===== src/design/sclp_pkg.sv =====
package sclp_pkg;

  // Link timing
  localparam int CLK_HZ = 100_000_000;
  localparam int LINK_HZ = 10_000_000;
  localparam int BIT_CYCLES = CLK_HZ / LINK_HZ;
  localparam int HALF_CYCLES = BIT_CYCLES / 2;
  localparam int TIMEOUT_US = 300;
  localparam int TIMEOUT_CYCLES = TIMEOUT_US * (CLK_HZ / 1_000_000);
  localparam int IRQ_WAIT_BITS = 1;
  localparam int REPLY_WAIT_BITS = 2;

  // Frame layout
  localparam int WORD_LAST_BIT = 8;
  localparam int HDR_WORDS = 3;
  localparam int CTRL_RW_BIT = 7;
  localparam int CTRL_INT_BIT = 6;
  localparam logic [3:0] BCAST_PREFIX = 4'hF;

  // Register offsets
  localparam logic [7:0] OFF_CONFIG = 8'h00;
  localparam logic [7:0] OFF_CAUSE = 8'h04;
  localparam logic [7:0] OFF_CMD = 8'h08;
  localparam logic [7:0] OFF_REPLY = 8'h0C;
  localparam logic [7:0] OFF_RESULT = 8'h10;
  localparam logic [7:0] OFF_STATUS = 8'h14;

  // Field positions
  localparam int CAUSE_HDR = 0;
  localparam int CAUSE_TRL = 1;
  localparam int CAUSE_USER = 2;
  localparam int CMD_USER_IRQ = 0;

  // Values after reset
  localparam logic [7:0] RST_OWN_ADDR = 8'h01;
  localparam logic [3:0] RST_BCAST = 4'h0;
  localparam logic [7:0] RST_REPLY = 8'h00;

  typedef struct packed {
    logic last;
    logic [7:0] data;
  } sclp_word_t;

  typedef struct packed {
    logic [7:0] addr;
    logic [7:0] sub;
    logic [7:0] ctrl;
  } sclp_hdr_t;

  typedef struct packed {
    logic [3:0] bcast;
    logic [7:0] own;
  } sclp_cfg_t;

  typedef enum {
    TX_IDLE, TX_WAIT, TX_START, TX_BIT, TX_GAP, TX_STOP, TX_END
  } sclp_tx_state_t;

endpackage


===== src/design/sclp_slave.sv =====
// Function
// - Up to 240 individual slave addresses
// - Separate data and clock lines each way
// - Start and stop: data edge, clock high
// - Nine-bit words, one missing clock between
// - Bits go least significant first
// - Top bit flags the last word
// - Header: address, sub-address, control word
// - Control: read/write and internal/external bits
// - Header checksum is XOR of nibbles
// - Zero to 256 data words follow header
// - Trailer holds XOR of data bytes
// - Accept individual or partial broadcast address
// - Interrupt frame is own address, flagged last
// - Good write applied silently
// - Checksum error answered by interrupt frame
// - Wait for idle up line, then wait
// - Long activity timeout resets state machines
// - Read count register, returns count plus one
// - Read reply echoes the request header
// - User interrupt seizes bus unprompted
// - Header error discards frame, raises interrupt
// - Trailer error still applies the data
// - Interrupt cause kept in a register
//
// Decided for this implementation: the APB register port and the placing of the registers.
`timescale 1ns/100ps
`default_nettype none
module sclp_slave #(
  parameter int TIMEOUT_LIMIT = sclp_pkg::TIMEOUT_CYCLES
)
(
  input wire logic pclk,
  input wire logic presetn,
  input wire logic psel,
  input wire logic penable,
  input wire logic pwrite,
  input wire logic [7:0] paddr,
  input wire logic [31:0] pwdata,
  output logic [31:0] prdata,
  output logic pready,
  output logic pslverr,
  input wire logic down_clock_line,
  input wire logic down_data_line,
  input wire logic up_clock_sense,
  input wire logic up_data_sense,
  output logic up_clock_line,
  output logic up_data_line,
  output logic up_line_oe
);
  import sclp_pkg::*;

  localparam int PW = $clog2(BIT_CYCLES);
  localparam logic [PW-1:0] PH_END = PW'(BIT_CYCLES - 1);
  localparam logic [PW-1:0] PH_HALF = PW'(HALF_CYCLES);

  logic [1:0] dclk_s, ddat_s, uclk_s, udat_s;
  logic dclk_q, ddat_q, uclk_q, udat_q;
  logic up_busy, tout;
  logic [31:0] tout_cnt;
  sclp_cfg_t cfg;
  logic [2:0] cause;
  logic [7:0] reply_byte, wc;
  logic [7:0] res_data, res_sub;
  logic [8:0] res_cnt;
  logic res_int;
  logic irq_pend, reply_pend;
  logic rx_busy, got_last, trl_ok, hdr_ok, match, ind;
  logic [3:0] bit_cnt;
  logic [8:0] sh, widx, dcount;
  logic [7:0] dxor, first_byte, last_byte;
  sclp_hdr_t hdr, rep_hdr;
  logic ev_hdr, ev_trl, ev_commit, ev_reply;
  sclp_tx_state_t tx_state;
  logic [PW-1:0] ph;
  logic [1:0] wait_left;
  logic [3:0] bitn;
  logic [8:0] tx_idx;
  logic [7:0] tx_xor, tx_byte;
  logic tx_is_irq;
  sclp_word_t tx_word, word;

  // Two-stage synchronisers, third stage only for edge finding
  always_ff @(posedge pclk or negedge presetn)
  begin
    if (!presetn)
    begin
      dclk_s <= 2'h3;
      ddat_s <= 2'h3;
      uclk_s <= 2'h3;
      udat_s <= 2'h3;
      dclk_q <= 1'b1;
      ddat_q <= 1'b1;
      uclk_q <= 1'b1;
      udat_q <= 1'b1;
    end
    else
    begin
      dclk_s <= {dclk_s[0], down_clock_line};
      ddat_s <= {ddat_s[0], down_data_line};
      uclk_s <= {uclk_s[0], up_clock_sense};
      udat_s <= {udat_s[0], up_data_sense};
      dclk_q <= dclk_s[1];
      ddat_q <= ddat_s[1];
      uclk_q <= uclk_s[1];
      udat_q <= udat_s[1];
    end
  end

  // Clock held high across both samples rejects skew glitches
  wire d_rise = dclk_s[1] & ~dclk_q;
  wire d_start = dclk_s[1] & dclk_q & ~ddat_s[1] & ddat_q;
  wire d_stop = dclk_s[1] & dclk_q & ddat_s[1] & ~ddat_q;
  wire u_start = uclk_s[1] & uclk_q & ~udat_s[1] & udat_q;
  wire u_stop = uclk_s[1] & uclk_q & udat_s[1] & ~udat_q;

  // Up line watcher for arbitration
  always_ff @(posedge pclk or negedge presetn)
  begin
    if (!presetn)
      up_busy <= 1'b0;
    else if (tout)
      up_busy <= 1'b0;
    else if (u_start)
      up_busy <= 1'b1;
    else if (u_stop)
      up_busy <= 1'b0;
  end

  // Any frame longer than the longest legal one is abandoned
  always_ff @(posedge pclk or negedge presetn)
  begin
    if (!presetn)
    begin
      tout_cnt <= '0;
      tout <= 1'b0;
    end
    else
    begin
      tout <= (rx_busy | up_busy) && tout_cnt == 32'(TIMEOUT_LIMIT - 1);
      if (!(rx_busy | up_busy) || tout)
        tout_cnt <= '0;
      else
        tout_cnt <= tout_cnt + 32'd1;
    end
  end

  // Receiver
  assign word = {ddat_s[1], sh[8:1]};
  wire word_done = rx_busy && d_rise && bit_cnt == 4'd8;
  wire [3:0] hdr_sum = hdr.addr[3:0] ^ hdr.addr[7:4] ^ hdr.sub[3:0]
    ^ hdr.sub[7:4] ^ word.data[7:4];
  wire hit_ind = word.data == cfg.own;
  wire hit_bc = word.data[7:4] == BCAST_PREFIX
    && word.data[3:0] == cfg.bcast;

  always_ff @(posedge pclk or negedge presetn)
  begin
    if (!presetn)
    begin
      rx_busy <= 1'b0;
      bit_cnt <= '0;
      sh <= '0;
      widx <= '0;
      hdr <= '0;
      rep_hdr <= '0;
      dxor <= '0;
      dcount <= '0;
      first_byte <= '0;
      last_byte <= '0;
      got_last <= 1'b0;
      trl_ok <= 1'b0;
      hdr_ok <= 1'b0;
      match <= 1'b0;
      ind <= 1'b0;
      wc <= '0;
      ev_hdr <= 1'b0;
      ev_trl <= 1'b0;
      ev_commit <= 1'b0;
      ev_reply <= 1'b0;
    end
    else
    begin
      ev_hdr <= 1'b0;
      ev_trl <= 1'b0;
      ev_commit <= 1'b0;
      ev_reply <= 1'b0;
      if (tout)
        rx_busy <= 1'b0;
      else if (d_start)
      begin
        rx_busy <= 1'b1;
        bit_cnt <= '0;
        widx <= '0;
        dxor <= '0;
        dcount <= '0;
        got_last <= 1'b0;
        hdr_ok <= 1'b0;
        match <= 1'b0;
      end
      else if (d_stop && rx_busy)
      begin
        rx_busy <= 1'b0;
        // Short or unflagged frames fall through untouched
        if (match && hdr_ok && got_last)
        begin
          if (!trl_ok)
            ev_trl <= 1'b1;
          if (!hdr.ctrl[CTRL_RW_BIT])
            ev_commit <= dcount != 9'd0;
          else if (trl_ok && ind && dcount != 9'd0)
          begin
            ev_reply <= 1'b1;
            wc <= first_byte;
            rep_hdr <= hdr;
          end
        end
      end
      else if (rx_busy && d_rise)
      begin
        sh <= {ddat_s[1], sh[8:1]};
        bit_cnt <= bit_cnt == 4'd8 ? 4'd0 : bit_cnt + 4'd1;
        if (word_done && !got_last)
        begin
          widx <= widx + 9'd1;
          got_last <= word.last && widx >= 9'(HDR_WORDS);
          case (widx)
            9'd0:
            begin
              hdr.addr <= word.data;
              match <= hit_ind | hit_bc;
              ind <= hit_ind;
            end
            9'd1:
              hdr.sub <= word.data;
            9'd2:
            begin
              hdr.ctrl <= word.data;
              hdr_ok <= hdr_sum == word.data[3:0];
              if (hdr_sum != word.data[3:0] && match)
                ev_hdr <= 1'b1;
            end
            default:
            begin
              if (word.last)
                trl_ok <= word.data == dxor;
              else if (dcount != 9'd256)
              begin
                dxor <= dxor ^ word.data;
                dcount <= dcount + 9'd1;
                last_byte <= word.data;
                if (dcount == 9'd0)
                  first_byte <= word.data;
              end
            end
          endcase
        end
      end
    end
  end

  // Bus slave: no wait states, answer registered at setup
  wire apb_wr = psel && penable && pready && pwrite;
  wire user_set = apb_wr && paddr == OFF_CMD && pwdata[CMD_USER_IRQ];
  wire tx_take = tx_state == TX_WAIT && !up_busy && ph == PH_END
    && wait_left == 2'd1;

  always_ff @(posedge pclk or negedge presetn)
  begin
    if (!presetn)
    begin
      pready <= 1'b0;
      pslverr <= 1'b0;
      prdata <= '0;
    end
    else
    begin
      pready <= psel && !penable;
      pslverr <= 1'b0;
      prdata <= '0;
      if (psel && !penable)
      begin
        case (paddr)
          OFF_CONFIG:
            prdata <= {20'h0, cfg};
          OFF_CAUSE:
            prdata <= {29'h0, cause};
          OFF_CMD:
            prdata <= {31'h0, irq_pend};
          OFF_REPLY:
            prdata <= {24'h0, reply_byte};
          OFF_RESULT:
            prdata <= {6'h0, res_int, res_cnt, res_sub, res_data};
          OFF_STATUS:
            prdata <= {19'h0, tx_state != TX_IDLE, rx_busy, up_busy,
              reply_pend, irq_pend, wc};
          default:
            pslverr <= 1'b1;
        endcase
      end
    end
  end

  always_ff @(posedge pclk or negedge presetn)
  begin
    if (!presetn)
    begin
      cfg <= {RST_BCAST, RST_OWN_ADDR};
      reply_byte <= RST_REPLY;
    end
    else if (apb_wr && paddr == OFF_CONFIG)
      cfg <= pwdata[11:0];
    else if (apb_wr && paddr == OFF_REPLY)
      reply_byte <= pwdata[7:0];
  end

  // Sticky causes, write one to clear, a new event beats the clear
  wire [2:0] cause_clr = (apb_wr && paddr == OFF_CAUSE) ? pwdata[2:0] : 3'h0;
  wire [2:0] cause_set = {user_set, ev_trl, ev_hdr};
  always_ff @(posedge pclk or negedge presetn)
  begin
    if (!presetn)
      cause <= '0;
    else
      cause <= cause_set | (cause & ~cause_clr);
  end

  always_ff @(posedge pclk or negedge presetn)
  begin
    if (!presetn)
    begin
      res_data <= '0;
      res_sub <= '0;
      res_cnt <= '0;
      res_int <= 1'b0;
    end
    else if (ev_commit)
    begin
      res_data <= last_byte;
      res_sub <= hdr.sub;
      res_cnt <= dcount;
      res_int <= hdr.ctrl[CTRL_INT_BIT];
    end
  end

  // Pending transmissions, set wins over the take
  always_ff @(posedge pclk or negedge presetn)
  begin
    if (!presetn)
    begin
      irq_pend <= 1'b0;
      reply_pend <= 1'b0;
    end
    else
    begin
      irq_pend <= ev_hdr | ev_trl | user_set
        | (irq_pend & ~(tx_take & tx_is_irq));
      reply_pend <= ev_reply | (reply_pend & ~(tx_take & ~tx_is_irq));
    end
  end

  // Word to send
  always_comb
  begin
    tx_word = '0;
    if (tx_is_irq)
      tx_word = {1'b1, cfg.own};
    else if (tx_idx == 9'd0)
      tx_word = {1'b0, rep_hdr.addr};
    else if (tx_idx == 9'd1)
      tx_word = {1'b0, rep_hdr.sub};
    else if (tx_idx == 9'd2)
      tx_word = {1'b0, rep_hdr.ctrl};
    else if (tx_idx <= {1'b0, wc} + 9'd3)
      tx_word = {1'b0, tx_byte};
    else
      tx_word = {1'b1, tx_xor};
  end

  // Transmitter, link clock divided from pclk
  always_ff @(posedge pclk or negedge presetn)
  begin
    if (!presetn)
    begin
      tx_state <= TX_IDLE;
      ph <= '0;
      wait_left <= '0;
      bitn <= '0;
      tx_idx <= '0;
      tx_xor <= '0;
      tx_byte <= '0;
      tx_is_irq <= 1'b0;
      up_line_oe <= 1'b0;
      up_clock_line <= 1'b1;
      up_data_line <= 1'b1;
    end
    else if (tout)
    begin
      tx_state <= TX_IDLE;
      ph <= '0;
      up_line_oe <= 1'b0;
      up_clock_line <= 1'b1;
      up_data_line <= 1'b1;
    end
    else
    begin
      ph <= ph == PH_END ? '0 : ph + PW'(1);
      case (tx_state)
        TX_IDLE:
        begin
          ph <= '0;
          if ((irq_pend || reply_pend) && !up_busy)
          begin
            tx_state <= TX_WAIT;
            tx_is_irq <= irq_pend;
            // Shorter wait gives interrupts priority
            wait_left <= irq_pend ? 2'(IRQ_WAIT_BITS) : 2'(REPLY_WAIT_BITS);
          end
        end
        TX_WAIT:
          if (up_busy)
            tx_state <= TX_IDLE;
          else if (ph == PH_END)
          begin
            wait_left <= wait_left - 2'd1;
            if (wait_left == 2'd1)
            begin
              tx_state <= TX_START;
              up_line_oe <= 1'b1;
              up_clock_line <= 1'b1;
              up_data_line <= 1'b1;
              tx_idx <= '0;
              tx_xor <= '0;
              tx_byte <= reply_byte;
            end
          end
        TX_START:
        begin
          if (ph == PH_HALF)
            up_data_line <= 1'b0;
          if (ph == PH_END)
          begin
            tx_state <= TX_BIT;
            bitn <= '0;
          end
        end
        TX_BIT:
        begin
          if (ph == '0)
          begin
            up_clock_line <= 1'b0;
            up_data_line <= tx_word[bitn];
          end
          if (ph == PH_HALF)
            up_clock_line <= 1'b1;
          if (ph == PH_END)
          begin
            bitn <= bitn + 4'd1;
            if (bitn == 4'd8)
            begin
              if (!tx_word.last && tx_idx >= 9'(HDR_WORDS))
                tx_xor <= tx_xor ^ tx_word.data;
              tx_state <= tx_word.last ? TX_STOP : TX_GAP;
            end
          end
        end
        TX_GAP:
        begin
          if (ph == '0)
            up_clock_line <= 1'b0;
          if (ph == PH_END)
          begin
            tx_idx <= tx_idx + 9'd1;
            bitn <= '0;
            tx_state <= TX_BIT;
          end
        end
        TX_STOP:
        begin
          if (ph == '0)
          begin
            up_clock_line <= 1'b0;
            up_data_line <= 1'b0;
          end
          if (ph == PH_HALF)
            up_clock_line <= 1'b1;
          if (ph == PH_END)
          begin
            up_data_line <= 1'b1;
            tx_state <= TX_END;
          end
        end
        TX_END:
          if (ph == PH_END)
          begin
            up_line_oe <= 1'b0;
            tx_state <= TX_IDLE;
          end
        default:
          tx_state <= TX_IDLE;
      endcase
    end
  end
endmodule
`default_nettype wire


===== config.mk =====
export PLATFORM = sky130hd
export DESIGN_NAME = sclp_slave
export DESIGN_NICKNAME = d
export VERILOG_FILES = /design/src/design/sclp_pkg.sv /design/src/design/sclp_slave.sv
export SDC_FILE = /design/constraint.sdc
export NUM_CORES = 1
export LEC_CHECK = 0
export BUFFER_PORTS_ARGS = -buffer_cell sky130_fd_sc_hd__clkbuf_2
export CORE_MARGIN = 10
export CORE_UTILIZATION = 30
export DETAILED_ROUTE_END_ITERATION = 7
export SLEW_MARGIN = 0
export SYNTH_ARGS = -nofsm -noshare
export SYNTH_HDL_FRONTEND = slang
export SYNTH_SLANG_ARGS = --single-unit
export TNS_END_PERCENT = 100

===== constraint.sdc =====
create_clock -name pclk -period 2.9 [get_ports pclk]
set_input_delay 0 -clock pclk [delete_from_list [all_inputs] [get_ports pclk]]
set_output_delay 0 -clock pclk [all_outputs]
set_load 0.03 [all_outputs]

# After elaboration in Yosys (flattened, before gate mapping)

Cells that the tools add are included.

Magnitude comparators: 4
Bitwise gates (word level): 44
$add $sub $neg: 9
Eq/ne operators: 55
Multiplexer cells: 129
Reduce and logical (&&, ||, !) cells: 83

Operator list:

| kind                                                   | number |
|---|---|
| two-way mux 32 bit                                     | 11 |
| one-hot mux 32 bit (6 select lines)                    | 1 |
| two-way mux 9 bit                                      | 20 |
| one-hot mux 26 bit (6 select lines)                    | 1 |
| two-way mux 8 bit                                      | 13 |
| equality test 32 x 2 -> 1 bit (second input constant)  | 3 |
| equality test 32 x 3 -> 1 bit (second input constant)  | 3 |
| two-way mux 1 bit                                      | 60 |
| two-way mux 4 bit                                      | 9 |
| adder 32 x 1 -> 32 bit (second input constant)         | 1 |
| equality test 32 x 1 -> 1 bit (second input constant)  | 1 |
| equality test 32 x 15 -> 1 bit (second input constant) | 1 |
| zero test 32 bit                                       | 1 |
| nonzero test 32 bit                                    | 1 |
| != test 3 bit (second input constant)                  | 10 |
| AND reduction 6 bit                                    | 5 |
| adder 9 x 1 -> 9 bit (second input constant)           | 3 |
| zero test 9 bit                                        | 3 |
| logical AND 1 bit                                      | 26 |
| two-way mux 26 bit                                     | 1 |
| AND reduction 5 bit                                    | 5 |
| AND reduction 8 bit                                    | 3 |
| AND reduction 7 bit                                    | 3 |
| equality test 9 x 1 -> 1 bit (second input constant)   | 2 |
| other kinds (55)                                       | 137 |

Bits of input ports: 49
Output and inout port bits: 37
Register bits after elaboration: 323
Logic and storage cells: 383

# Longest topological paths before layout

Depth after elaboration: 13
Depth in mapped cells: 15
Depth with buffers taken out: 14

# Worst setup path after synthesis

OpenSTA, ideal clock, no wires.

Kind: register to register
Start: register wc[0]
End: register up_data_line
Arrival time: 3.114 ns
Path buffers: 1
Cell stages (with the launch flop): 15
Clock period less this slack: 3.198 ns
Data required time: 2.816 ns
Path slack: -0.298 ns
Setup time: 0.084 ns
Path through: dfrtp_1 inv_1 ha_1 nor2_1 and3_1 nand3_1 ha_1 and4_1 a2111oi_4 buf_6 nor2_2 o311a_1 o311ai_1 nand3_1 a311o_1

Word-level cells in the longest chain between the ends: 12

RTL lines:

| what                                    | line              | RTL |
|---|---|---|
| start: declaration                      | sclp_slave.sv:63  | `logic [7:0] reply_byte, wc;` |
| start signal: assignment                | sclp_slave.sv:214 | `wc <= first_byte;` |
| adder 8 x 2 -> 9 bit                    | sclp_slave.sv:374 | `else if (tx_idx <= {1'b0, wc} + 9'd3)` |
| <= comparator 9 bit                     | sclp_slave.sv:374 |  |
| two-way mux 9 bit                       | sclp_slave.sv:374 |  |
| two-way mux 9 bit                       | sclp_slave.sv:372 | `else if (tx_idx == 9'd2)` |
| two-way mux 9 bit                       | sclp_slave.sv:370 | `else if (tx_idx == 9'd1)` |
| two-way mux 9 bit                       | sclp_slave.sv:368 | `else if (tx_idx == 9'd0)` |
| two-way mux 9 bit                       | sclp_slave.sv:366 | `if (tx_is_irq)` |
| binary-select mux 1 bit (select 4 bit)  | sclp_slave.sv:452 | `up_data_line <= tx_word[bitn];` |
| two-way mux 1 bit (not written as such) | sclp_slave.sv:452 |  |
| two-way mux 1 bit                       | sclp_slave.sv:449 | `if (ph == '0)` |
| one-hot mux 1 bit (4 select lines)      | sclp_slave.sv:408 | `case (tx_state)` |
| two-way mux 1 bit                       | sclp_slave.sv:397 | `else if (tout)` |
| end signal: assignment                  | sclp_slave.sv:452 |  |
| end: declaration                        | sclp_slave.sv:48  | `output logic up_data_line,` |

Every way passes these cells. The select of a mux whose other input is x is not followed.
A chain may end at the register's enable or synchronous reset.

# Final worst setup path

Start: register wc[1]
End: register up_data_line

Same word-level chain as after synthesis.

==> reports/results.md <==
| Parameter | This run | Unit |
|---|---|---|
| Outcome | finished, violations left | - |
| Violations in the final reports | setup timing | - |
| Share of synthesized cell area in full adder, half adder and majority cells | 2.64 | % |
| Crit-path max cell delay | 0.50 | ns |
| Placed wire-length estimate after detailed placement | 24200 | µm |
| EDFF count, synth | 0 | - |
| Largest net degree at the start of global routing | 76 | - |
| GR Layer Usage met1 | 16.8 | % |
| Share of power burned in the clock network | 36.2 | % |
| GRT overflow | 0 | - |
| Drt initial violations | 647 | - |
| Flip-flop and latch count after synthesis | 287 | - |
| Final hold violations | 0 | - |
| Total clock sinks | 287 | - |
| Number of maximum-capacitance violations | 0 | - |
| Routed WL per cell | 16.8 | µm |
| Async S/R FF share, synth | 100 | % |
| Peak VDD IR | 0.533 | mV |
| Global route hottest layer | met2 | - |
| Actual slew at the worst max-slew pin | 0.823 | ns |
| Power per cell area | 659 | mW/mm² |
| Series of cell instances along the critical path | inv_2, ha_4, nor2_4, and3_4, nand3_2, ha_4, nand4_1, nor3_2, a2111oi_4, buf_4, or4_4, o311a_1, o311ai_1, nand3_1, a311o_1 | - |
| Starting density of the core | 30.3 | % |
| Synth Area in Simple Gates | 18.0 | % |
| Dominant combinational cell family by area after synthesis | simple AND/OR/NAND/NOR gates | - |
| Io pins | 86 | - |
| Die outline area | 0.0547 | mm² |
| Initial antenna violation count | 0 | - |
| Site Rows | 78 | - |
| Overall Global Routing Usage | 12.8 | % |
| Net count of the finished layout | 1525 | - |
| Via count of the first global-routing pass | 10590 | - |
| Worst setup path category | flip-flop to flip-flop | - |
| Final slew viol count | 0 | - |
| Biggest fanout along the worst timing path | 5 | - |
| Fin crit period | 3.56 | ns |
| Most instantiated flip-flop cell in the synthesis netlist | dfrtp_1 | - |
| Fraction of the mapped netlist area in compound gates | 8.92 | % |
| Area post-placement | 0.0151 | mm² |
| Highest-delay cell along the critical path | or4_4 | - |
| Core outline area | 0.0453 | mm² |
| Post-synthesis cell type with the largest combined area | dfrtp_1 | - |
| Clock transition at the registers of the reported paths | 0.06 | ns |
| Cell Count, Final, Fillers Out | 2072 | - |
| Part of the Yosys area used for sequential elements | 52.4 | % |
| Via count | 10198 | - |
| Number of buffers inserted during clock tree synthesis | 31 | - |
| Top cell type's share of synthesized area | 49.6 | % |
| Part of the total power dissipated in sequential elements | 43.6 | % |
| Final worst-path setup slack | -0.664 | ns |
| Remaining routing DRC violations | 0 | - |
| TritonCTS clock tree | done | - |
| Setup Skew | 0.00601 | ns |
| First-pass GRT wire length | 57300 | µm |
| Mux share of post-synthesis cell area | 8.67 | % |
| Number of nets with antenna violations after routing | 0 | - |
| Die Ht | 234 | µm |
| Logic gate share of total power | 20.3 | % |
| Data arrival, critical path | 4.06 | ns |
| Worst-case headroom to the max-slew limit | 45.1 | % |
| Switching part of the total | 30.3 | % |
| Internal power | 0.00767 | W |
| Maximum clock path buffer count | 3 | - |
| Top area cells in the synthesized netlist | dfrtp_1, mux2_2, nand2_1, xnor2_1, xor2_1 | - |
| Total placed cells including tap cells | 1976 | - |
| Number of setup violations in the final report | 10 | - |
| Clock network latency to the later pin of the worst-skew pair | 0.57 | ns |
| Unrepaired setup endpoints after global routing | yes | - |
| Netlist area before placement | 0.0137 | mm² |
| Htree depth | 1 | - |
| Met2 demand-to-capacity share in global routing | 21.5 | % |
| Class of the tightest hold or removal check | input port to flip-flop | - |
| Average via count per standard cell | 4.92 | - |
| Met3 usage in global routing | 1.64 | % |
| Maximum operating frequency | 281 | MHz |
| Nature of the critical path startpoint | flip-flop | - |
| Area delta synth->final | 21.8 | % |
| Share of final-layout standard cells stronger than drive strength 1 | 23.7 | % |
| Final std cell area, no fill | 0.0167 | mm² |
| Detailed Routing Iterations Pass 1 | 7 | - |
| Final period util | 123 | % |
| Netlist cell types | 72 | - |
| Pleak | 7.83 | nW |
| Yosys Warn Count | 0 | - |
| Post-Syn Area per Cell | 10.5 | µm² |
| Cell at the root of the clock tree | clkbuf_16 | - |
| Post-detailed-routing wire length | 34800 | µm |
| Post-layout power | 0.0110 | W |
| Data required time of the worst path | 3.40 | ns |
| Most repeated library cell on the critical path | ha_4 | - |
| Xor/xnor share of the synthesized area | 6.44 | % |
| Element type at the critical path end | flip-flop | - |
| Gpl congestion | 0.858 | - |
| Number of inserted diodes | 0 | - |
| Net load switching power | 0.00334 | W |
| Width of the chip | 234 | µm |
| Syn Inst Count | 1306 | - |
| Count of buffers inserted at the top-level ports | 59 | - |
-- worst paths after layout --
check	start	to	slack (ns)	depth (start not counted)
max	wc[1]	up_data_line	-0.66	15
max in group asynchronous	presetn	rep_hdr[4]	1.19	4
min reg2reg	udat_s[0]	udat_s[1]	0.35	0
min in group asynchronous	presetn	tx_xor[5]	0.51	3
max reg2reg	wc[1]	up_data_line	-0.66	15
min	down_clock_line	dclk_s[0]	0.07	2
-- per-stage QoR --
| step | setup TNS (ns) | hold WS (ns) | setup slack [ns] | util, % |
|---|---|---|---|---|
| floorplan | -0.507 | -0.296 | -0.159 | - |
| global placement | -4.48 | 0.0293 | -0.507 | 33.3 |
| detailed placement | -5.56 | 0.0293 | -0.611 | 33.3 |
| CTS | -4.13 | 0.0425 | -0.487 | 36.6 |
| global route | -6.86 | 0.0681 | -0.826 | 36.9 |
| finish | -5.24 | 0.0732 | -0.664 | 36.9 |
-- cell usage after synthesis, drive strengths merged, types with 3 or more instances --
cell type,count
nor4,12
dfstp,15
buf,18
a21oi,32
or4,6
a22oi,8
nand2,181
nor2b,8
mux2,104
inv,32
o21ai,76
nand3b,4
nand2b,25
a222oi,9
nor2,101
o311a,3
nor4b,4
xnor2,54
o311ai,6
o21a,5
and4,4
and3,34
o31ai,5
ha,29
a21o,3
a22o,4
dfrtp,272
nor3,25
xor2,47
o22ai,8
nand3,43
clkbuf,41
and2,13
or3,10
a211oi,5
a31oi,5
nand4,24
nor3b,7
-- cells by family after synthesis --
logic type	after synthesis
AO/OA/AOI/OAI	186
XOR/XNOR	101
adder cells (fa/ha/maj)	29
buffers and inverters	91
flip-flops	287
multiplexers	106
other	1
AND/OR/NAND/NOR	505
-- power by group through the flow --
stage,logic (W),registers (W),clock network (W)
after floorplan,0.00160,0.00467,0
after global placement,0.00211,0.00486,0
after detailed placement,0.00215,0.00487,0
after CTS,0.00224,0.00480,0.00410
after global routing,0.00253,0.00486,0.00430
final,0.00223,0.00480,0.00399
-- sequential cells by signal, summed over array words and instances (netlist names), 9 cells and up --
register  count
tout_cnt     32
tx_idx        9
hdr          24
res_cnt       9
cfg          12
widx          9
dcount        9
rep_hdr      24
prdata       26
-- metal layers --
layer | wire length (µm) | part of all wire, % | vias to the layer above
li1 | - | - | 4842
met4 | 1010 | 2.9 | 0
met2 | 16900 | 49 | 188
met3 | 1290 | 3.7 | 62
met1 | 15600 | 45 | 5106
met5 | 0 | 0 | -
-- worst max-delay path, delay by kind of cell (launching register included) --
family          cells  cell delay, ns
compound gates      4            0.89
fa+ha+maj           2            0.46
buf+inv             2            0.25
flops               1            0.41
simple gates        7            1.49
-- placed cells by master, fill, tap and decap left out, types with 10 or more instances in the layout --
master,n
or3_1,10
xor2_1,47
clkbuf_2,58
nand3_1,42
o21ai_1,16
mux2_2,95
nand4_1,24
dfrtp_1,272
nor3_1,18
and3_1,33
nand2_1,179
dfstp_2,15
and2_1,12
clkbuf_16,31
o21ai_0,57
buf_4,68
a21oi_1,29
dlygate4sd3_1,29
inv_1,29
nand2b_1,25
ha_1,26
xnor2_1,53
nor2_1,97
-- what timing repair did --
action                                 in CTS  in global routing
resized for setup                          21                 17
endpoints found under the hold margin     239                  0
setup endpoints to repair                  10                 13
hold buffers                               29                  0
buffers inserted                            8                  2
pin swaps                                  17                 21
-- area by class of cell --
cell class | count | area, µm²
Clock buffer | 47 | 916
Clock inverter | 11 | 128
Fill cell | 4474 | 28600
Inverter | 32 | 120
Multi-Input combinational cell | 933 | 6420
Sequential cell | 287 | 7200
Tap cell | 600 | 751
Timing Repair Buffer | 162 | 1190
No activity file was read; power rests on OpenSTA's default activity.
